File: src/core/emr_pkg.sv
// package: register map, reset values and carrier types for emr_regs
package emr_pkg;

	// ------------------------------------------------------------
	// register indices (byte address is four times the index)
	// ------------------------------------------------------------
	localparam int IDX_W = 10;
	localparam logic [IDX_W-1:0] IDX_MGMT_STATUS = 10'h03A;
	localparam logic [IDX_W-1:0] IDX_MGMT_CMD = 10'h03B;
	localparam logic [IDX_W-1:0] IDX_PHY_DATA_LOW = 10'h03C;
	localparam logic [IDX_W-1:0] IDX_PHY_DATA_HIGH = 10'h03D;
	localparam logic [IDX_W-1:0] IDX_PHY_REG_SEL = 10'h03E;
	localparam logic [IDX_W-1:0] IDX_PHY_UNIT_SEL = 10'h03F;
	localparam logic [IDX_W-1:0] IDX_TX_POLL_PERIOD = 10'h040;
	localparam logic [IDX_W-1:0] IDX_MAC_RESET_CTL = 10'h041;
	localparam logic [IDX_W-1:0] IDX_TX_LOWER_LOW = 10'h042;

	// ------------------------------------------------------------
	// reset values and field positions
	// ------------------------------------------------------------
	localparam logic [7:0] RST_ZERO = 8'h00;
	localparam logic [7:0] RST_MAC_RESET_CTL = 8'h20;
	localparam int RC_GLOBAL = 5;
	localparam int RC_TX_FN = 4;
	localparam int RC_RX_FN = 3;
	localparam int RC_TX_CTL = 2;
	localparam int RC_RX_CTL = 1;
	localparam int RC_MGMT = 0;
	localparam int CMD_TRIGGER = 7;
	localparam int TLB_LSB = 5;

	// ------------------------------------------------------------
	// timing, management frame fields and response codes
	// ------------------------------------------------------------
	localparam int POLL_PRESCALE = 256;
	localparam int MDC_HALF_CYCLES = 2;
	localparam int FRAME_BITS = 64;
	localparam logic [31:0] MDIO_PREAMBLE = 32'hFFFF_FFFF;
	localparam logic [1:0] MDIO_SOF = 2'h1;
	localparam logic [1:0] MDIO_OP_WRITE = 2'h1;
	localparam logic [1:0] MDIO_TA = 2'h2;
	localparam logic [1:0] RESP_OKAY = 2'h0;
	localparam logic [1:0] RESP_SLVERR = 2'h2;

	// ------------------------------------------------------------
	// carrier types
	// ------------------------------------------------------------
	typedef struct packed {
		logic tx_fn;
		logic rx_fn;
		logic tx_ctl;
		logic rx_ctl;
		logic mgmt;
	} emr_fn_reset_type;

endpackage

File: src/core/emr_poll_timer.sv
// transmit descriptor polling timer: prescaler and period counter
module emr_poll_timer #(
	parameter int PRESCALE = emr_pkg::POLL_PRESCALE
) (
	input wire logic mclk,
	input wire logic rstn,
	input wire logic [7:0] period,
	input wire logic kick,
	output logic check_r
);

	localparam int PW = $clog2(PRESCALE);

	logic [PW-1:0] pre_r;
	logic tick_r;
	logic [7:0] cnt_r;

	// ------------------------------------------------------------
	// prescaler
	// ------------------------------------------------------------
	// free running so the first period after a write may be short by
	// up to one tick; cheaper than restarting the prescaler
	always_ff @(posedge mclk or negedge rstn) begin
		if (!rstn) begin
			pre_r <= '0;
			tick_r <= 1'b0;
		end else begin
			pre_r <= pre_r + 1'b1; // see [RULE4]
			tick_r <= (pre_r == PW'(PRESCALE - 1));
		end
	end

	// ------------------------------------------------------------
	// period counter
	// ------------------------------------------------------------
	always_ff @(posedge mclk or negedge rstn) begin
		if (!rstn) begin
			cnt_r <= 8'h00;
			check_r <= 1'b0;
		end else begin
			check_r <= 1'b0;
			if (kick) begin
				cnt_r <= 8'h00;
				check_r <= 1'b1; // see [RULE5]
			end else if (period == 8'h00) begin
				cnt_r <= 8'h00; // see [RULE7]
			end else if (tick_r) begin
				if (cnt_r + 8'h01 >= period) begin
					cnt_r <= 8'h00;
					check_r <= 1'b1; // see [RULE6]
				end else begin
					cnt_r <= cnt_r + 8'h01;
				end
			end
		end
	end

endmodule

File: src/core/emr_regs.sv
// ethernet mac management, polling and reset control register slice
// Function
// [RULE1] high byte holds phy data bits 15..8
// [RULE2] five-bit phy register select, upper zero
// [RULE3] five-bit phy unit select, upper zero
// [RULE4] poll tick is clock divided by 256
// [RULE5] poll register write triggers descriptor check
// [RULE6] recheck every tick times poll value
// [RULE7] zero period stops timer and new sends
// [RULE8] transmission underway finishes after zero period
// [RULE9] reset bits stay until software changes them
// [RULE10] bit 5 resets all functions, set at reset
// [RULE11] bits 4,3,2 reset tx, rx, tx control
// [RULE12] bit 1 resets receive control function
// [RULE13] bit 0 resets management function
// [RULE14] reset bits 7..6 read zero
// [RULE15] lower bound low byte, bits 4..0 zero
// [RULE16] software points lower bound at tx buffer
// [RULE17] phy write frame carries unit, register, data
// [RULE18] trigger rising edge starts idle write, self-clears
// [RULE19] writes to fixed bits are ignored
//
// Added by the designer: the AXI4-Lite slave port.
module emr_regs #(
	parameter int MDC_HALF = emr_pkg::MDC_HALF_CYCLES,
	parameter int PRESCALE = emr_pkg::POLL_PRESCALE
) (
	input wire logic mclk,
	input wire logic rstn,
	input wire logic [11:0] awaddr,
	input wire logic awvalid,
	output logic awready,
	input wire logic [31:0] wdata,
	input wire logic [3:0] wstrb,
	input wire logic wvalid,
	output logic wready,
	output logic [1:0] bresp,
	output logic bvalid,
	input wire logic bready,
	input wire logic [11:0] araddr,
	input wire logic arvalid,
	output logic arready,
	output logic [31:0] rdata,
	output logic [1:0] rresp,
	output logic rvalid,
	input wire logic rready,
	input wire logic tx_busy,
	output logic desc_check,
	output logic tx_start_allow_r,
	output emr_pkg::emr_fn_reset_type fn_reset_r,
	output logic [15:0] tx_lower_bound_r,
	output logic mdc_r,
	output logic mdio_out_r,
	output logic mdio_oe_n_r,
	input wire logic mdio_in
);

	typedef enum logic {MG_IDLE, MG_SHIFT} emr_mg_state_type;

	logic aw_have_r;
	logic w_have_r;
	logic [11:0] waddr_r;
	logic [7:0] wbyte_r;
	logic wlane_r;
	logic commit;
	logic [emr_pkg::IDX_W-1:0] widx;
	logic wr_hit;
	logic [7:0] data_low_r;
	logic [7:0] data_high_r;
	logic [4:0] reg_sel_r;
	logic [4:0] unit_sel_r;
	logic [7:0] poll_period_r;
	logic [5:0] rst_ctl_r;
	logic [2:0] tlb_low_r;
	logic poll_kick_r;
	logic trig_wr;
	emr_mg_state_type mg_state_r;
	logic [emr_pkg::FRAME_BITS-1:0] shift_r;
	logic [5:0] bit_cnt_r;
	logic [7:0] div_cnt_r;
	logic mdio_in_unused;

	// ------------------------------------------------------------
	// address decode
	// ------------------------------------------------------------
	function automatic logic map_hit(input logic [11:0] addr);
		logic [emr_pkg::IDX_W-1:0] idx;
		idx = addr[11:2];
		map_hit = (addr[1:0] == 2'h0) &&
			(idx >= emr_pkg::IDX_MGMT_STATUS) &&
			(idx <= emr_pkg::IDX_TX_LOWER_LOW);
	endfunction

	// read mux: fixed and reserved bits come out as zero
	function automatic logic [7:0] read_byte(
		input logic [emr_pkg::IDX_W-1:0] idx);
		unique case (idx)
			emr_pkg::IDX_MGMT_STATUS:
				read_byte = {6'h00, (poll_period_r != 8'h00),
					(mg_state_r == MG_SHIFT)};
			emr_pkg::IDX_MGMT_CMD:
				read_byte = {(mg_state_r == MG_SHIFT), 7'h00};
			emr_pkg::IDX_PHY_DATA_LOW: read_byte = data_low_r;
			emr_pkg::IDX_PHY_DATA_HIGH: read_byte = data_high_r;
			emr_pkg::IDX_PHY_REG_SEL: read_byte = {3'h0, reg_sel_r};
			emr_pkg::IDX_PHY_UNIT_SEL: read_byte = {3'h0, unit_sel_r};
			emr_pkg::IDX_TX_POLL_PERIOD: read_byte = poll_period_r;
			emr_pkg::IDX_MAC_RESET_CTL: read_byte = {2'h0, rst_ctl_r};
			emr_pkg::IDX_TX_LOWER_LOW: read_byte = {tlb_low_r, 5'h00};
			default: read_byte = 8'h00;
		endcase
	endfunction

	// ------------------------------------------------------------
	// write channels
	// ------------------------------------------------------------
	// address and data are taken in either order; one write at a time
	assign commit = aw_have_r && w_have_r && !bvalid;
	assign widx = waddr_r[11:2];
	assign wr_hit = commit && wlane_r && map_hit(waddr_r);

	always_ff @(posedge mclk or negedge rstn) begin
		if (!rstn) begin
			aw_have_r <= 1'b0;
			w_have_r <= 1'b0;
			awready <= 1'b1;
			wready <= 1'b1;
			waddr_r <= 12'h000;
			wbyte_r <= 8'h00;
			wlane_r <= 1'b0;
			bvalid <= 1'b0;
			bresp <= emr_pkg::RESP_OKAY;
		end else begin
			if (awvalid && awready) begin
				aw_have_r <= 1'b1;
				awready <= 1'b0;
				waddr_r <= awaddr;
			end
			if (wvalid && wready) begin
				w_have_r <= 1'b1;
				wready <= 1'b0;
				wbyte_r <= wdata[7:0];
				wlane_r <= wstrb[0];
			end
			if (commit) begin
				aw_have_r <= 1'b0;
				w_have_r <= 1'b0;
				bvalid <= 1'b1;
				bresp <= map_hit(waddr_r) ? emr_pkg::RESP_OKAY :
					emr_pkg::RESP_SLVERR;
			end else if (bvalid && bready) begin
				bvalid <= 1'b0;
				awready <= 1'b1;
				wready <= 1'b1;
			end
		end
	end

	// ------------------------------------------------------------
	// register storage
	// ------------------------------------------------------------
	always_ff @(posedge mclk or negedge rstn) begin
		if (!rstn) begin
			data_low_r <= emr_pkg::RST_ZERO;
			data_high_r <= emr_pkg::RST_ZERO;
			reg_sel_r <= 5'h00;
			unit_sel_r <= 5'h00;
			poll_period_r <= emr_pkg::RST_ZERO;
			rst_ctl_r <= emr_pkg::RST_MAC_RESET_CTL[5:0];
			tlb_low_r <= 3'h0;
		end else if (wr_hit) begin
			unique case (widx)
				emr_pkg::IDX_PHY_DATA_LOW: data_low_r <= wbyte_r;
				emr_pkg::IDX_PHY_DATA_HIGH:
					data_high_r <= wbyte_r; // see [RULE1]
				emr_pkg::IDX_PHY_REG_SEL:
					reg_sel_r <= wbyte_r[4:0]; // see [RULE2] [RULE19]
				emr_pkg::IDX_PHY_UNIT_SEL:
					unit_sel_r <= wbyte_r[4:0]; // see [RULE3] [RULE19]
				emr_pkg::IDX_TX_POLL_PERIOD: poll_period_r <= wbyte_r;
				emr_pkg::IDX_MAC_RESET_CTL:
					rst_ctl_r <= wbyte_r[5:0]; // see [RULE9] [RULE14]
				emr_pkg::IDX_TX_LOWER_LOW:
					tlb_low_r <= wbyte_r[7:emr_pkg::TLB_LSB]; // see [RULE15]
				default: ;
			endcase
		end
	end

	// upper byte of the lower bound lives outside this slice
	always_ff @(posedge mclk or negedge rstn) begin
		if (!rstn) begin
			tx_lower_bound_r <= 16'h0000;
		end else begin
			tx_lower_bound_r <= {emr_pkg::RST_ZERO, tlb_low_r, 5'h00}; // see [RULE15]
		end
	end

	// ------------------------------------------------------------
	// read channel
	// ------------------------------------------------------------
	always_ff @(posedge mclk or negedge rstn) begin
		if (!rstn) begin
			arready <= 1'b1;
			rvalid <= 1'b0;
			rdata <= 32'h0000_0000;
			rresp <= emr_pkg::RESP_OKAY;
		end else if (arvalid && arready) begin
			arready <= 1'b0;
			rvalid <= 1'b1;
			rdata <= {24'h00_0000, read_byte(araddr[11:2])};
			rresp <= map_hit(araddr) ? emr_pkg::RESP_OKAY :
				emr_pkg::RESP_SLVERR;
		end else if (rvalid && rready) begin
			rvalid <= 1'b0;
			arready <= 1'b1;
		end
	end

	// ------------------------------------------------------------
	// function resets
	// ------------------------------------------------------------
	always_ff @(posedge mclk or negedge rstn) begin
		if (!rstn) begin
			fn_reset_r <= '1;
		end else begin
			// global bit widens over all five; the rest map one to one
			fn_reset_r <= emr_pkg::emr_fn_reset_type'( // see [RULE11] [RULE12]
				{5{rst_ctl_r[emr_pkg::RC_GLOBAL]}} | // see [RULE10]
				rst_ctl_r[emr_pkg::RC_TX_FN:emr_pkg::RC_MGMT]); // see [RULE13]
		end
	end

	// ------------------------------------------------------------
	// transmit polling
	// ------------------------------------------------------------
	always_ff @(posedge mclk or negedge rstn) begin
		if (!rstn) begin
			poll_kick_r <= 1'b0;
			tx_start_allow_r <= 1'b0;
		end else begin
			poll_kick_r <= wr_hit &&
				(widx == emr_pkg::IDX_TX_POLL_PERIOD); // see [RULE5]
			// a frame already going keeps its permission to the end
			tx_start_allow_r <= (poll_period_r != 8'h00) ||
				(tx_busy && tx_start_allow_r); // see [RULE7] [RULE8]
		end
	end

	emr_poll_timer #(
		.PRESCALE(PRESCALE)
	) u_poll (
		.mclk(mclk),
		.rstn(rstn),
		.period(poll_period_r),
		.kick(poll_kick_r),
		.check_r(desc_check)
	);

	// ------------------------------------------------------------
	// management write engine
	// ------------------------------------------------------------
	// a trigger while busy or in reset is dropped: the bit never stores
	assign trig_wr = wr_hit && (widx == emr_pkg::IDX_MGMT_CMD) &&
		wbyte_r[emr_pkg::CMD_TRIGGER];
	assign mdio_in_unused = mdio_in;

	always_ff @(posedge mclk or negedge rstn) begin
		if (!rstn) begin
			mg_state_r <= MG_IDLE;
			shift_r <= '0;
			bit_cnt_r <= 6'h00;
			div_cnt_r <= 8'h00;
			mdc_r <= 1'b0;
			mdio_out_r <= 1'b0;
			mdio_oe_n_r <= 1'b1;
		end else if (fn_reset_r.mgmt) begin
			mg_state_r <= MG_IDLE; // see [RULE13]
			mdc_r <= 1'b0;
			mdio_oe_n_r <= 1'b1;
		end else begin
			unique case (mg_state_r)
				MG_IDLE: begin
					if (trig_wr) begin
						mg_state_r <= MG_SHIFT; // see [RULE18]
						shift_r <= {emr_pkg::MDIO_PREAMBLE, emr_pkg::MDIO_SOF,
							emr_pkg::MDIO_OP_WRITE, unit_sel_r, reg_sel_r,
							emr_pkg::MDIO_TA, data_high_r,
							data_low_r}; // see [RULE17]
						mdio_out_r <= 1'b1;
						mdio_oe_n_r <= 1'b0;
						bit_cnt_r <= 6'h00;
						div_cnt_r <= 8'h00;
						mdc_r <= 1'b0;
					end
				end
				MG_SHIFT: begin
					if (div_cnt_r == 8'(MDC_HALF - 1)) begin
						div_cnt_r <= 8'h00;
						mdc_r <= ~mdc_r;
						// data moves on the falling edge, phy samples on rising
						if (mdc_r) begin
							if (bit_cnt_r == 6'(emr_pkg::FRAME_BITS - 1)) begin
								mg_state_r <= MG_IDLE;
								mdio_oe_n_r <= 1'b1;
							end else begin
								bit_cnt_r <= bit_cnt_r + 6'h01;
								shift_r <= {shift_r[62:0], 1'b0};
								mdio_out_r <= shift_r[62];
							end
						end
					end else begin
						div_cnt_r <= div_cnt_r + 8'h01;
					end
				end
			endcase
		end
	end
endmodule

File: config.mk
export PLATFORM = sky130hd
export DESIGN_NAME = emr_regs
export DESIGN_NICKNAME = d
export VERILOG_FILES = /design/src/core/emr_pkg.sv /design/src/core/emr_poll_timer.sv /design/src/core/emr_regs.sv
export SDC_FILE = /design/constraint.sdc
export NUM_CORES = 1
export LEC_CHECK = 0
export BUFFER_PORTS_ARGS = -buffer_cell sky130_fd_sc_hd__buf_2
export CAP_MARGIN = 20
export CORE_MARGIN = 10
export CORE_UTILIZATION = 36
export CTS_CLUSTER_DIAMETER = 30
export DETAILED_ROUTE_END_ITERATION = 8
export GPL_TIMING_DRIVEN = 0
export MAX_ROUTING_LAYER = met4
export PLACE_DENSITY = 0.55
export SETUP_SLACK_MARGIN = 0.1
export SLEW_MARGIN = 15
export SYNTH_ARGS = -nofsm -noshare
export SYNTH_HDL_FRONTEND = slang
export SYNTH_SLANG_ARGS = --single-unit
File: constraint.sdc
create_clock -name mclk -period 6.6 [get_ports mclk]
set_input_delay 0.33 -clock mclk [delete_from_list [all_inputs] [get_ports mclk]]
set_output_delay 0.33 -clock mclk [all_outputs]
set_load 0.02 [all_outputs]
# Word-level counts from Yosys, hierarchy flattened
# Index checks and enable logic that the tools add are counted.
# totals
reg_bits	192
output_inout_bits	67
elab_cells	179
# op_classes
addsub	4
magnitude_cmp	5
n_eq_ne	28
mux	60
bitwise	4
n_reduce_logical	39
# op_table
cell	n
two-way mux 63 bit	4
one-hot mux 63 bit (2 select lines)	1
== test 10 x 6 -> 1 bit (second input constant)	11
one-hot mux 8 bit (9 select lines)	1
== test 10 x 7 -> 1 bit (second input constant)	6
two-way mux 8 bit	6
two-way mux 1 bit	36
adder 8 x 1 -> 8 bit (second input constant)	3
two-way mux 6 bit	4
>= comparator 10 x 6 -> 1 bit (second input constant)	2
<= comparator 10 x 7 -> 1 bit (second input constant)	2
AND reduction 2 bit	9
logical AND 1 bit	17
one-hot mux 8 bit (2 select lines)	1
one-hot mux 6 bit (2 select lines)	1
== test 8 x 1 -> 1 bit (second input constant)	1
== test 8 bit (second input constant)	1
>= comparator 8 bit	1
logical NOT 8 bit	1
one-hot mux 1 bit (2 select lines)	4
nonzero test 2 bit	4
nonzero test 8 bit	1
adder 6 x 1 -> 6 bit (second input constant)	1
== test 6 bit (second input constant)	1
other kinds (13)	21

# Longest topological paths before layout
# Gate-level depths: netlist (run 1).
# depth
ltp_word	9
ltp_mapped	10

# Cells and area by module
# Synthesis (run 1) repeated with hierarchy kept, for this count alone.
# hier_totals
cells_unflattened	744
hier_area_um2	8719.6
# by_module_without_submodules
mod	instances	cells_per_inst	area_each_um2	seq_area_each_um2
emr_regs	1	635	7648.6	4316.6
emr_poll_timer	1	109	1071.0	450.4

# Worst setup path before layout (run 1)
# Ideal clock, no wire load.
# synth_timing
path_type	register to register
startpoint	register u_poll.cnt_r[2]
endpoint	register u_poll.cnt_r[6]
setup_ns	0.101
t_arrival_ns	2.588
setup_slack_ns	3.911
stages_incl_launch_ff	11
synth_period_minus_slack_ns	2.689
path_cell_list	dfrtp_1 > clkbuf_1 > nand3_1 > or3_1 > xor2_1 > inv_1 > ha_1 > and2_1 > a221oi_2 > o21ai_1 > o32ai_1
# synth_between
elab_chain_cells	6
# synth_lines
element	line_no	rtl
from (decl)	emr_poll_timer.sv:16	logic [7:0] cnt_r;
from (signal assigned)	emr_poll_timer.sv:52	cnt_r <= cnt_r + 8'h01;
adder 8 x 1 -> 8 bit *	emr_poll_timer.sv:48, emr_poll_timer.sv:52	
>= comparator 8 bit	emr_poll_timer.sv:48	if (cnt_r + 8'h01 >= period) begin
two-way mux 8 bit *	emr_poll_timer.sv:48	
two-way mux 8 bit *	emr_poll_timer.sv:47	end else if (tick_r) begin
two-way mux 8 bit *	emr_poll_timer.sv:45	end else if (period == 8'h00) begin
two-way mux 8 bit *	emr_poll_timer.sv:42	if (kick) begin
# Every way passes the cells marked *; elsewhere a longest branch is shown, timed or not. The select of a mux whose other input is x is not followed.
# A chain may end at the register's enable or synchronous reset.

# Worst setup path after layout (run 1)
# layout_timing
startpoint	register u_poll.cnt_r[2]
endpoint	register u_poll.cnt_r[7]
# The elaborated chain is that of the path after synthesis.

==> flow_summary_export.csv, run 1 <==
group,metric,value,unit
outcome,status,"finished, final reports clean",
timing,period_minus_slack,3.11,ns
drt,viasPerCell,5.00,
floorplan,initial_core_util,36.9,%
synthesis,synth_ff_type,"dfrtp_1",
timing,drv_slew,0,
setup_path,path_max_fanout,9,
placed_design,place.gp.congestion,0.826,
synthesis,synth_top_area_share,48.2,%
timing,tightest_slew,0.793,ns
setup_path,rr_worst_depth,10,
clock_tree,h-tree-depth,4,
synthesis,yosysSeqAreaShare,51.0,%
timing,hold_violations,0,
setup_path,slowest_stage,"a221oi_2",
drt,vias,6199,
synthesis,synth_simple_gate_area_share,11.0,%
drt,drtIter0Drc,440,
timing,fin_crit_sh,47.1,%
synthesis,synth.distinct_cells,77,
synthesis,synth_mux_area_share,17.0,%
setup_path,cp.arrival,3.46,ns
setup_path,cp_cell_sequence,"clkbuf_1, nand3_1, or3_1, xor2_1, inv_1, ha_1, and2_1, a221oi_2, o21ai_1, o32ai_1",
floorplan,die_area,32800,um^2
clock_tree,cts_root_buffer,"clkbuf_16",
final_layout,area_growth,16.2,%
placed_design,place_hpwl,15100,um
grt,antenna_found_initial,0,
floorplan,die_w,181,um
drt,wire_per_inst,16.9,um
placed_design,io_buffers,66,
timing,setup_viol,0,
clock_tree,cts_max_path_buffers,2,
setup_path,path_class,"reg -> reg",
worst_hold_path,hold_start,"wvalid",
synthesis,synth_edf_count,0,
setup_path,rrSetupSlack,3.49,ns
grt,grt_pass1_wl,34800,um
final_layout,layout-drive-gt1-share,29.9,%
worst_hold_path,min_to,"wready",
setup_path,critPathLaunchType,"flip-flop",
synthesis,synth_area_per_cell,12.1,um^2
timing,clock.fmax,322,MHz
final_layout,seq_area,4770,um^2
synthesis,synth_area,9340,um^2
clock_tree,cts_tree,"built",
setup_path,r2r_end,"u_poll.cnt_r[7]",
final_layout,final_nets,978,
worst_hold_path,worstHoldPathType,"in -> reg",
synthesis,yosys_warnings,0,
grt,grt_max_degree,79,
synthesis,async_reset_ff_share,100,%
final_layout,multi_input_area,4140,um^2
floorplan,row_count,58,
synthesis,synth_top_family_by_area,"multiplexers",
setup_path,cp-end-kind,"flip-flop",
pwr,p_leak,0.00531,uW
clock_tree,cts_num_sinks,190,
final_layout,final.fill_count,2415,
timing,rsz0062_at_grt,"false",
synthesis,synth_adder_area_share,1.74,%
placed_design,pre_cts_slack,3.48,ns
pwr,powerDensity,251,nW/um^2
floorplan,core,25300,um^2
drt,antenna_left,0,
timing,finalWorstSetupSlack,3.49,ns
drt,wirelength,20900,um
final_layout,fin_util,42.9,%
setup_path,crit_required,6.95,ns
floorplan,ios,136,
run,cap_violations,0,
setup_path,slowest_delay,0.58,ns
floorplan,die_h,181,um
setup_path,r2r-start,"u_poll.cnt_r[2]",
drt,drt-pass1-iter-count,4,
clock_tree,numCtsBuffers,17,
timing,finClkSkew,0.0111,ns
clock_tree,clkLatencyLatePin,0.44,ns
synthesis,synth_area_leaders,"dfrtp_1 48%, mux2_2 6.1%, mux2_4 5.8%",
synthesis,synth_xor_area_share,1.12,%
clock_tree,cts.clk_slew.worst_paths,0.08,ns
pwr,ir_drop,0.000152,V
pwr,total_power,2720,uW
drt,post-route-drc-count,0,
grt,grt_pass1_vias,6353,
synthesis,synth_compound_area_share,11.9,%
worst_hold_path,hold_depth,2,
synthesis,syn_inst,770,
clock_tree,cts_setup_buffers,0,
grt,overflow,0,
final_layout,diodes,0,
synthesis,ys_ff_latch,190,
grt,grt.total_usage,13.2,%
synthesis,yosysTopAreaCell,"dfrtp_1",
timing,slew_headroom,46.9,%
timing,setup_tns,0,ns
-- stage by stage --
step                hold WS (ns)  cell area, um^2  cells
floorplan                 0.0344             9490    808
global placement           0.409            10200   1204
detailed placement         0.280            10300   1206
CTS                       0.0415            10900   1239
global route              0.0582            10900   1239
finish                    0.0613            10900   1239
-- logic make-up (layout without fill, tap and decap cells) --
| group | count (synthesis) | count (layout) |
|---|---|---|
| DFF | 190 | 190 |
| xor gates and xnor gates | 12 | 12 |
| AOI/OAI and AO/OA | 145 | 145 |
| buffers and inverters | 100 | 201 |
| other | 1 | 39 |
| adders and majority gates | 13 | 13 |
| muxes | 127 | 127 |
| and+or+nand+nor | 182 | 182 |
-- routing by layer --
layer / GRT usage, % / part of all wire (%)
met5: - / 0
met4: 3.51 / 0.96
met1: 18.0 / 50
met2: 19.3 / 45
met3: 3.18 / 4.4
-- placed cells by master, fill, tap and decap left out, drive strengths merged, types with 7 or more instances in the layout --
cell	count
nand3	19
a31oi	12
dfstp	10
nand2b	9
mux2	116
dfrtp	180
clkbuf	39
a2bb2oi	36
mux2i	8
nor2	57
nand2	35
xnor2	8
nor4	7
a21oi	21
inv	29
o21ai	12
buf	123
ha	13
conb	39
o2111ai	11
-- cell usage after synthesis (9+ instances only) --
library cell	n
mux2_4	36
mux2_1	29
ha_1	13
a31oi_1	12
clkbuf_1	22
nand3_1	17
buf_4	44
a21oi_1	21
dfrtp_1	180
a2bb2oi_1	36
nand2_1	32
mux2_2	51
nor2_1	56
inv_1	22
dfstp_2	10
nand2b_1	9
o2111ai_1	11
-- sequential cells by signal, indices dropped and copies added (netlist names), 6 cells and up --
| signal | count |
|---|---|
| rdata | 8 |
| bit_cnt_r | 6 |
| shift_r | 63 |
| u_poll.cnt_r | 8 |
| wbyte_r | 8 |
| div_cnt_r | 8 |
| waddr_r | 12 |
| data_high_r | 8 |
| u_poll.pre_r | 8 |
| data_low_r | 8 |
| poll_period_r | 8 |
| rst_ctl_r | 6 |
-- worst max-delay path, delay by kind of cell (launching register included) --
family	cells	cell delay [ns]
flip-flops	1	0.33
AO/OA/AOI/OAI	3	1.11
adder cells (fa/ha/maj)	1	0.29
buffers and inverters	2	0.31
XOR/XNOR	1	0.18
AND/OR/NAND/NOR	3	0.78
-- timing repair --
item | CTS | global route
endpoints found under the hold margin | 49 | 0
endpoints found under the setup margin | 0 | 0
resized for setup | 0 | 0
hold buffers | 1 | 0
-- cell type report --
| type | instances | area share [%] |
|---|---|---|
| tap | 330 | 3.80 |
| inverter | 23 | 0.795 |
| multi-input combinational | 518 | 38.2 |
| sequential | 190 | 43.9 |
| clock buffer | 17 | 3.92 |
| buffer | 77 | 4.51 |
| clock inverter | 15 | 1.19 |
| timing repair buffer | 69 | 3.73 |
-- how the worst max path moves through the flow --
stage / from / to / cells past startpoint
2_1_floorplan: u_poll.cnt_r[2] / u_poll.cnt_r[6] / 10
3_3_place_gp: rstn / shift_r[39] / 1
3_5_place_dp: u_poll.cnt_r[2] / u_poll.cnt_r[7] / 10
4_1_cts: u_poll.cnt_r[2] / u_poll.cnt_r[6] / 10
5_1_grt: u_poll.cnt_r[2] / u_poll.cnt_r[6] / 10
6_report: u_poll.cnt_r[2] / u_poll.cnt_r[7] / 10
-- power by group --
group          internal (uW)  switching, uW  leakage, uW
clock network            495            490     0.000265
registers               1260            122      0.00254
logic                    157            195      0.00250
total                   1920            807      0.00531
Note: power is estimated with default switching activity, not from simulation.
==> inputs of run 2 (changes only) <==
Settings changed: PLACE_DENSITY 0.55 to 0.57.
Clock period 6.6 ns to 2.59 ns, I/O delays scaled along.
==> run 2 against run 1 <==
Combinational power grew to 2.7 times the previous value. Register-to-register slack lost 3.3 ns. Highest routed layer unchanged. Routed wire length grew 1.1%.
==> flow_summary_export.csv, run 2 (synthesis results as in run 1) <==
group,metric,value,unit
drt,wl_met1,10300,um
drt,drt-pass1-iter-count,5,
timing,drv_slew,0,
grt,grt_pass1_vias,6556,
setup_path,crit_required,2.93,ns
clock_tree,clkLatencyLatePin,0.44,ns
drt,wire_per_inst,16.6,um
timing,clock.fmax,411,MHz
worst_hold_path,worstHoldPathType,"in -> reg",
grt,grt_max_degree,101,
timing,finClkSkew,0.0160,ns
final_layout,mostFrequentLayoutCell,"dfrtp_1",
clock_tree,numCtsBuffers,17,
final_layout,final.fill_count,2359,
placed_design,place.gp.congestion,0.839,
clock_tree,cts_max_path_buffers,2,
setup_path,path_max_fanout,4,
final_layout,postLayoutCellArea,11400,um^2
floorplan,die_h,181,um
pwr,ir_drop,0.000340,V
final_layout,layout-drive-gt1-share,31.8,%
final_layout,final_nets,1018,
timing,rsz0062_at_grt,"false",
timing,setup_viol,0,
drt,antenna_left,0,
timing,tightest_slew,0.814,ns
timing,hold_violations,0,
drt,wl_met3,1000,um
final_layout,diodes,0,
drt,viasPerCell,5.05,
setup_path,cp.arrival,2.77,ns
timing,hold_slack,0.0921,ns
final_layout,mostFrequentLayoutCells,"175 x dfrtp_1, 69 x buf_2, 55 x nor2_1",
timing,period_minus_slack,2.43,ns
setup_path,path_class,"reg -> reg",
grt,overflow,0,
drt,drtIter0Drc,429,
final_layout,reg.largest.list,"shift_r x63, waddr_r x12",
floorplan,initial_core_util,36.9,%
clock_tree,cts_root_buffer,"clkbuf_16",
timing,fin_crit_sh,93.9,%
drt,wirelength,21200,um
grt,antenna_found_initial,0,
drt,top_layer_used,"met4",
run,cap_violations,0,
final_layout,area_growth,22.2,%
floorplan,row_count,58,
placed_design,place_hpwl,14900,um
clock_tree,cts_num_sinks,190,
pwr,total_power,7130,uW
floorplan,ios,136,
outcome,status,"finished, final reports clean",
timing,slew_headroom,45.3,%
clock_tree,h-tree-depth,4,
setup_path,critPathLaunchType,"flip-flop",
pwr,powerDensity,624,nW/um^2
grt,grt_pass1_wl,35100,um
final_layout,largest_register_ff_count,63,
clock_tree,cts_tree,"built",
floorplan,die_w,181,um
placed_design,placed_cell_area,10300,um^2
drt,post-route-drc-count,0,
floorplan,core,25300,um^2
timing,setup_tns,0,ns
drt,vias,6457,
placed_design,io_buffers,66,
grt,grt.total_usage,13.2,%
pwr,p_leak,0.00551,uW
clock_tree,cts.clk_slew.worst_paths,0.08,ns
final_layout,top_register,"shift_r",
floorplan,die_area,32800,um^2
drt,routed-wl-met2,9760,um
setup_path,cp-end-kind,"flip-flop",
[run 2: what timing repair did]
action                                  CTS  global route
endpoints found under the hold margin   114             0
hold buffers                             33             0
buffers inserted                          4             5
endpoints found under the setup margin    9             9
pin swaps                                 4             6
resized for setup                         7            19
[run 2: worst paths after layout]
check / start / to / slack, ns / cells after the start
max: u_poll.cnt_r[2] / u_poll.cnt_r[7] / 0.16 / 11
min: araddr[10] / rdata[0] / 0.09 / 4
max reg2reg: u_poll.cnt_r[2] / u_poll.cnt_r[7] / 0.16 / 11
min reg2reg: tlb_low_r[1] / tx_lower_bound_r[6] / 0.42 / 0
max in group asynchronous: rstn / shift_r[52] / 1.34 / 3
min in group asynchronous: rstn / tlb_low_r[1] / 0.30 / 2
[run 2: metal layers]
layer	vias up	global-route usage, %
met5	-	-
met4	0	2.96
met3	10	3.24
met2	126	20.0
met1	3234	17.6
li1	3087	-
[run 2: stage by stage]
stage	utilization [%]	instances	setup slack, ns
6_report	45.1	1278	0.158
5_1_grt	45.1	1278	0.0718
4_1_cts	44.6	1273	0.110
3_5_place_dp	40.7	1205	-0.174
3_3_place_gp	40.5	1204	-1.88
2_1_floorplan	-	808	0.173
[run 2: critical path, stage by stage, from the launching register on]
cell and delay [ns]:
dfrtp_1 0.36, buf_8 0.12, nand3_4 0.08, or3_4 0.35, xor2_2 0.17, inv_2 0.06
ha_4 0.22, and2_4 0.16, a221oi_4 0.29, buf_4 0.16, o21ai_2 0.07, o32ai_1 0.27
[run 2: area by class of cell]
class	count	area, um^2	area share [%]
buffer	77	500	4.38
clock buffer	17	425	3.72
clock inverter	14	160	1.40
inverter	23	86.3	0.756
multi-input combinational	518	4290	37.6
sequential	190	4770	41.8
tap	330	413	3.62
timing repair buffer	109	769	6.74
[run 2: report_power, final]
part | switching [uW] | internal [uW]
registers | 312 | 3220
clock network | 1190 | 1440
logic | 511 | 452
total | 2010 | 5110
==> inputs of run 3 (changes only) <==
Settings changed: CAP_MARGIN 20 to 5, CORE_MARGIN 10 to 5.
Clock period 2.59 ns to 2.05 ns, I/O delays scaled along.
==> run 3 against run 2 <==
The run now ends with setup timing left. Design area increased by 9.2%. Sequential power up 28%. Combinational power increased by 43%. Setup slack got worse by 0.44 ns. Non-clock buffer count grew 33. Flip-flop and latch count unchanged. Largest cell class unchanged. Highest routed layer unchanged.
==> flow_summary_export.csv, run 3 (synthesis results as in run 1) <==
group,metric,value,unit
pwr,powerDensity,741,nW/um^2
setup_path,path_max_fanout,8,
final_layout,final_nets,1051,
timing,period_minus_slack,2.33,ns
final_layout,diodes,0,
timing,hold_violations,0,
timing,finalWorstSetupSlack,-0.284,ns
setup_path,cp.arrival,2.67,ns
setup_path,r2r_end,"u_poll.cnt_r[2]",
clock_tree,clkLatencyLatePin,0.43,ns
timing,slew_headroom,46.5,%
placed_design,placed_cells,1211,
setup_path,rrSetupSlack,-0.28,ns
setup_path,critPathLaunchType,"flip-flop",
final_layout,fin_cells,1317,
clock_tree,cts_num_sinks,190,
clock_tree,numCtsBuffers,17,
grt,grt_max_degree,77,
worst_hold_path,min_to,"rdata[0]",
timing,clock.fmax,429,MHz
timing,setup_viol,34,
clock_tree,cts.clk_slew.worst_paths,0.07,ns
drt,post-route-drc-count,0,
drt,viasPerCell,5.01,
floorplan,die_area,29300,um^2
run,cap_violations,0,
drt,wire_per_inst,16.7,um
drt,drt-pass1-iter-count,4,
final_layout,reg.largest.list,"shift_r x63, waddr_r x12",
clock_tree,cts_root_buffer,"clkbuf_16",
pwr,ir_drop,0.000498,V
grt,overflow,0,
setup_path,path_class,"reg -> reg",
drt,vias,6592,
placed_design,io_buffers,66,
timing,finClkSkew,0.0101,ns
placed_design,placed_cell_area,10400,um^2
floorplan,row_count,59,
grt,grt_pass1_vias,6752,
setup_path,r2r-start,"u_poll.cnt_r[0]",
floorplan,initial_core_util,36.2,%
clock_tree,cts_tree,"built",
floorplan,die_w,171,um
final_layout,postLayoutCellArea,12500,um^2
timing,fin_crit_sh,114,%
final_layout,area_growth,33.5,%
worst_hold_path,hold_depth,4,
final_layout,mostFrequentLayoutCells,"176 x dfrtp_1, 68 x buf_2, 60 x buf_4",
placed_design,pre_cts_slack,-0.540,ns
worst_hold_path,hold_start,"araddr[11]",
clock_tree,cts_max_path_buffers,2,
floorplan,core,25800,um^2
final_layout,layout-drive-gt1-share,41.6,%
final_layout,largest_register_ff_count,63,
pwr,p_leak,0.00591,uW
grt,antenna_found_initial,0,
placed_design,place_hpwl,14400,um
setup_path,crit_required,2.39,ns
timing,tightest_slew,0.797,ns
grt,grt_pass1_wl,35900,um
worst_hold_path,worstHoldPathType,"in -> reg",
outcome,violations,"setup timing",
timing,rsz0062_at_grt,"true",
timing,drv_slew,0,
placed_design,place.gp.congestion,0.818,
clock_tree,h-tree-depth,4,
grt,grt.total_usage,15.7,%
setup_path,rr_worst_depth,11,
pwr,total_power,9250,uW
drt,antenna_left,0,
setup_path,cp-end-kind,"flip-flop",
final_layout,fin_util,48.3,%
drt,drtIter0Drc,369,
final_layout,mostFrequentLayoutCell,"dfrtp_1",
floorplan,die_h,171,um
outcome,status,"finished, violations left",
final_layout,top_register,"shift_r",
drt,wirelength,22000,um
floorplan,ios,136,
[run 3: layer usage]
metal	routed length [um]	vias up	global-route usage [%]	share of wire, %
met4	227	0	3.72	1.0
met3	928	15	3.10	4.2
met1	10500	3301	21.1	48
met2	10400	115	24.8	47
met5	0	-	-	0
li1	-	3161	-	-
[run 3: through the flow]
stage	hold slack, ns	TNS, ns
floorplan	-0.193	-2.07
global placement	0.274	-446.14
detailed placement	0.0396	-12.24
CTS	0.0531	-4.04
global route	0.111	-7.61
finish	0.0768	-4.31
[run 3: repair_timing]
| action | 4_1_cts | 5_1_grt |
|---|---|---|
| hold endpoints to repair | 80 | 0 |
| gates cloned | 6 | 0 |
| setup endpoints to repair | 120 | 117 |
| pin swaps | 22 | 13 |
| setup buffers | 33 | 8 |
| gates resized for setup | 101 | 55 |
| hold buffers | 33 | 0 |
[run 3: final cells by class]
cell class	count	area, um^2
fillers	2302	13400
flip-flops and latches	190	4770
multi-input cells	518	4760
repair buffers	145	1300
plain buffers	74	543
clock buffers	21	450
well taps	335	419
clock inverters	11	140
inverters	23	86.3
[run 3: worst max path at each step]
| stage | start | endpoint | slack, ns | cells after the start |
|---|---|---|---|---|
| finish | u_poll.cnt_r[0] | u_poll.cnt_r[2] | -0.28 | 11 |
| detailed placement | u_poll.cnt_r[0] | u_poll.cnt_r[7] | -0.54 | 9 |
| CTS | u_poll.cnt_r[2] | u_poll.cnt_r[2] | -0.32 | 11 |
| global placement | rstn | shift_r[38] | -2.37 | 1 |
| floorplan | u_poll.cnt_r[0] | u_poll.check_r | -0.28 | 9 |
| global route | u_poll.cnt_r[0] | u_poll.cnt_r[2] | -0.43 | 10 |
[run 3: power breakdown]
part / internal [uW] / switching [uW]
logic: 703 / 682
registers: 4070 / 440
clock network: 1950 / 1410
[run 3: critical path, stage by stage, from the launching register on]
cell and delay (ns):
dfrtp_1 0.41, ha_2 0.26, nand3_4 0.10, nor2_4 0.11, xnor2_2 0.13, inv_1 0.06, ha_1 0.27, and2_4 0.18
a221oi_4 0.22, buf_6 0.17, o2111ai_2 0.12, a31oi_1 0.21
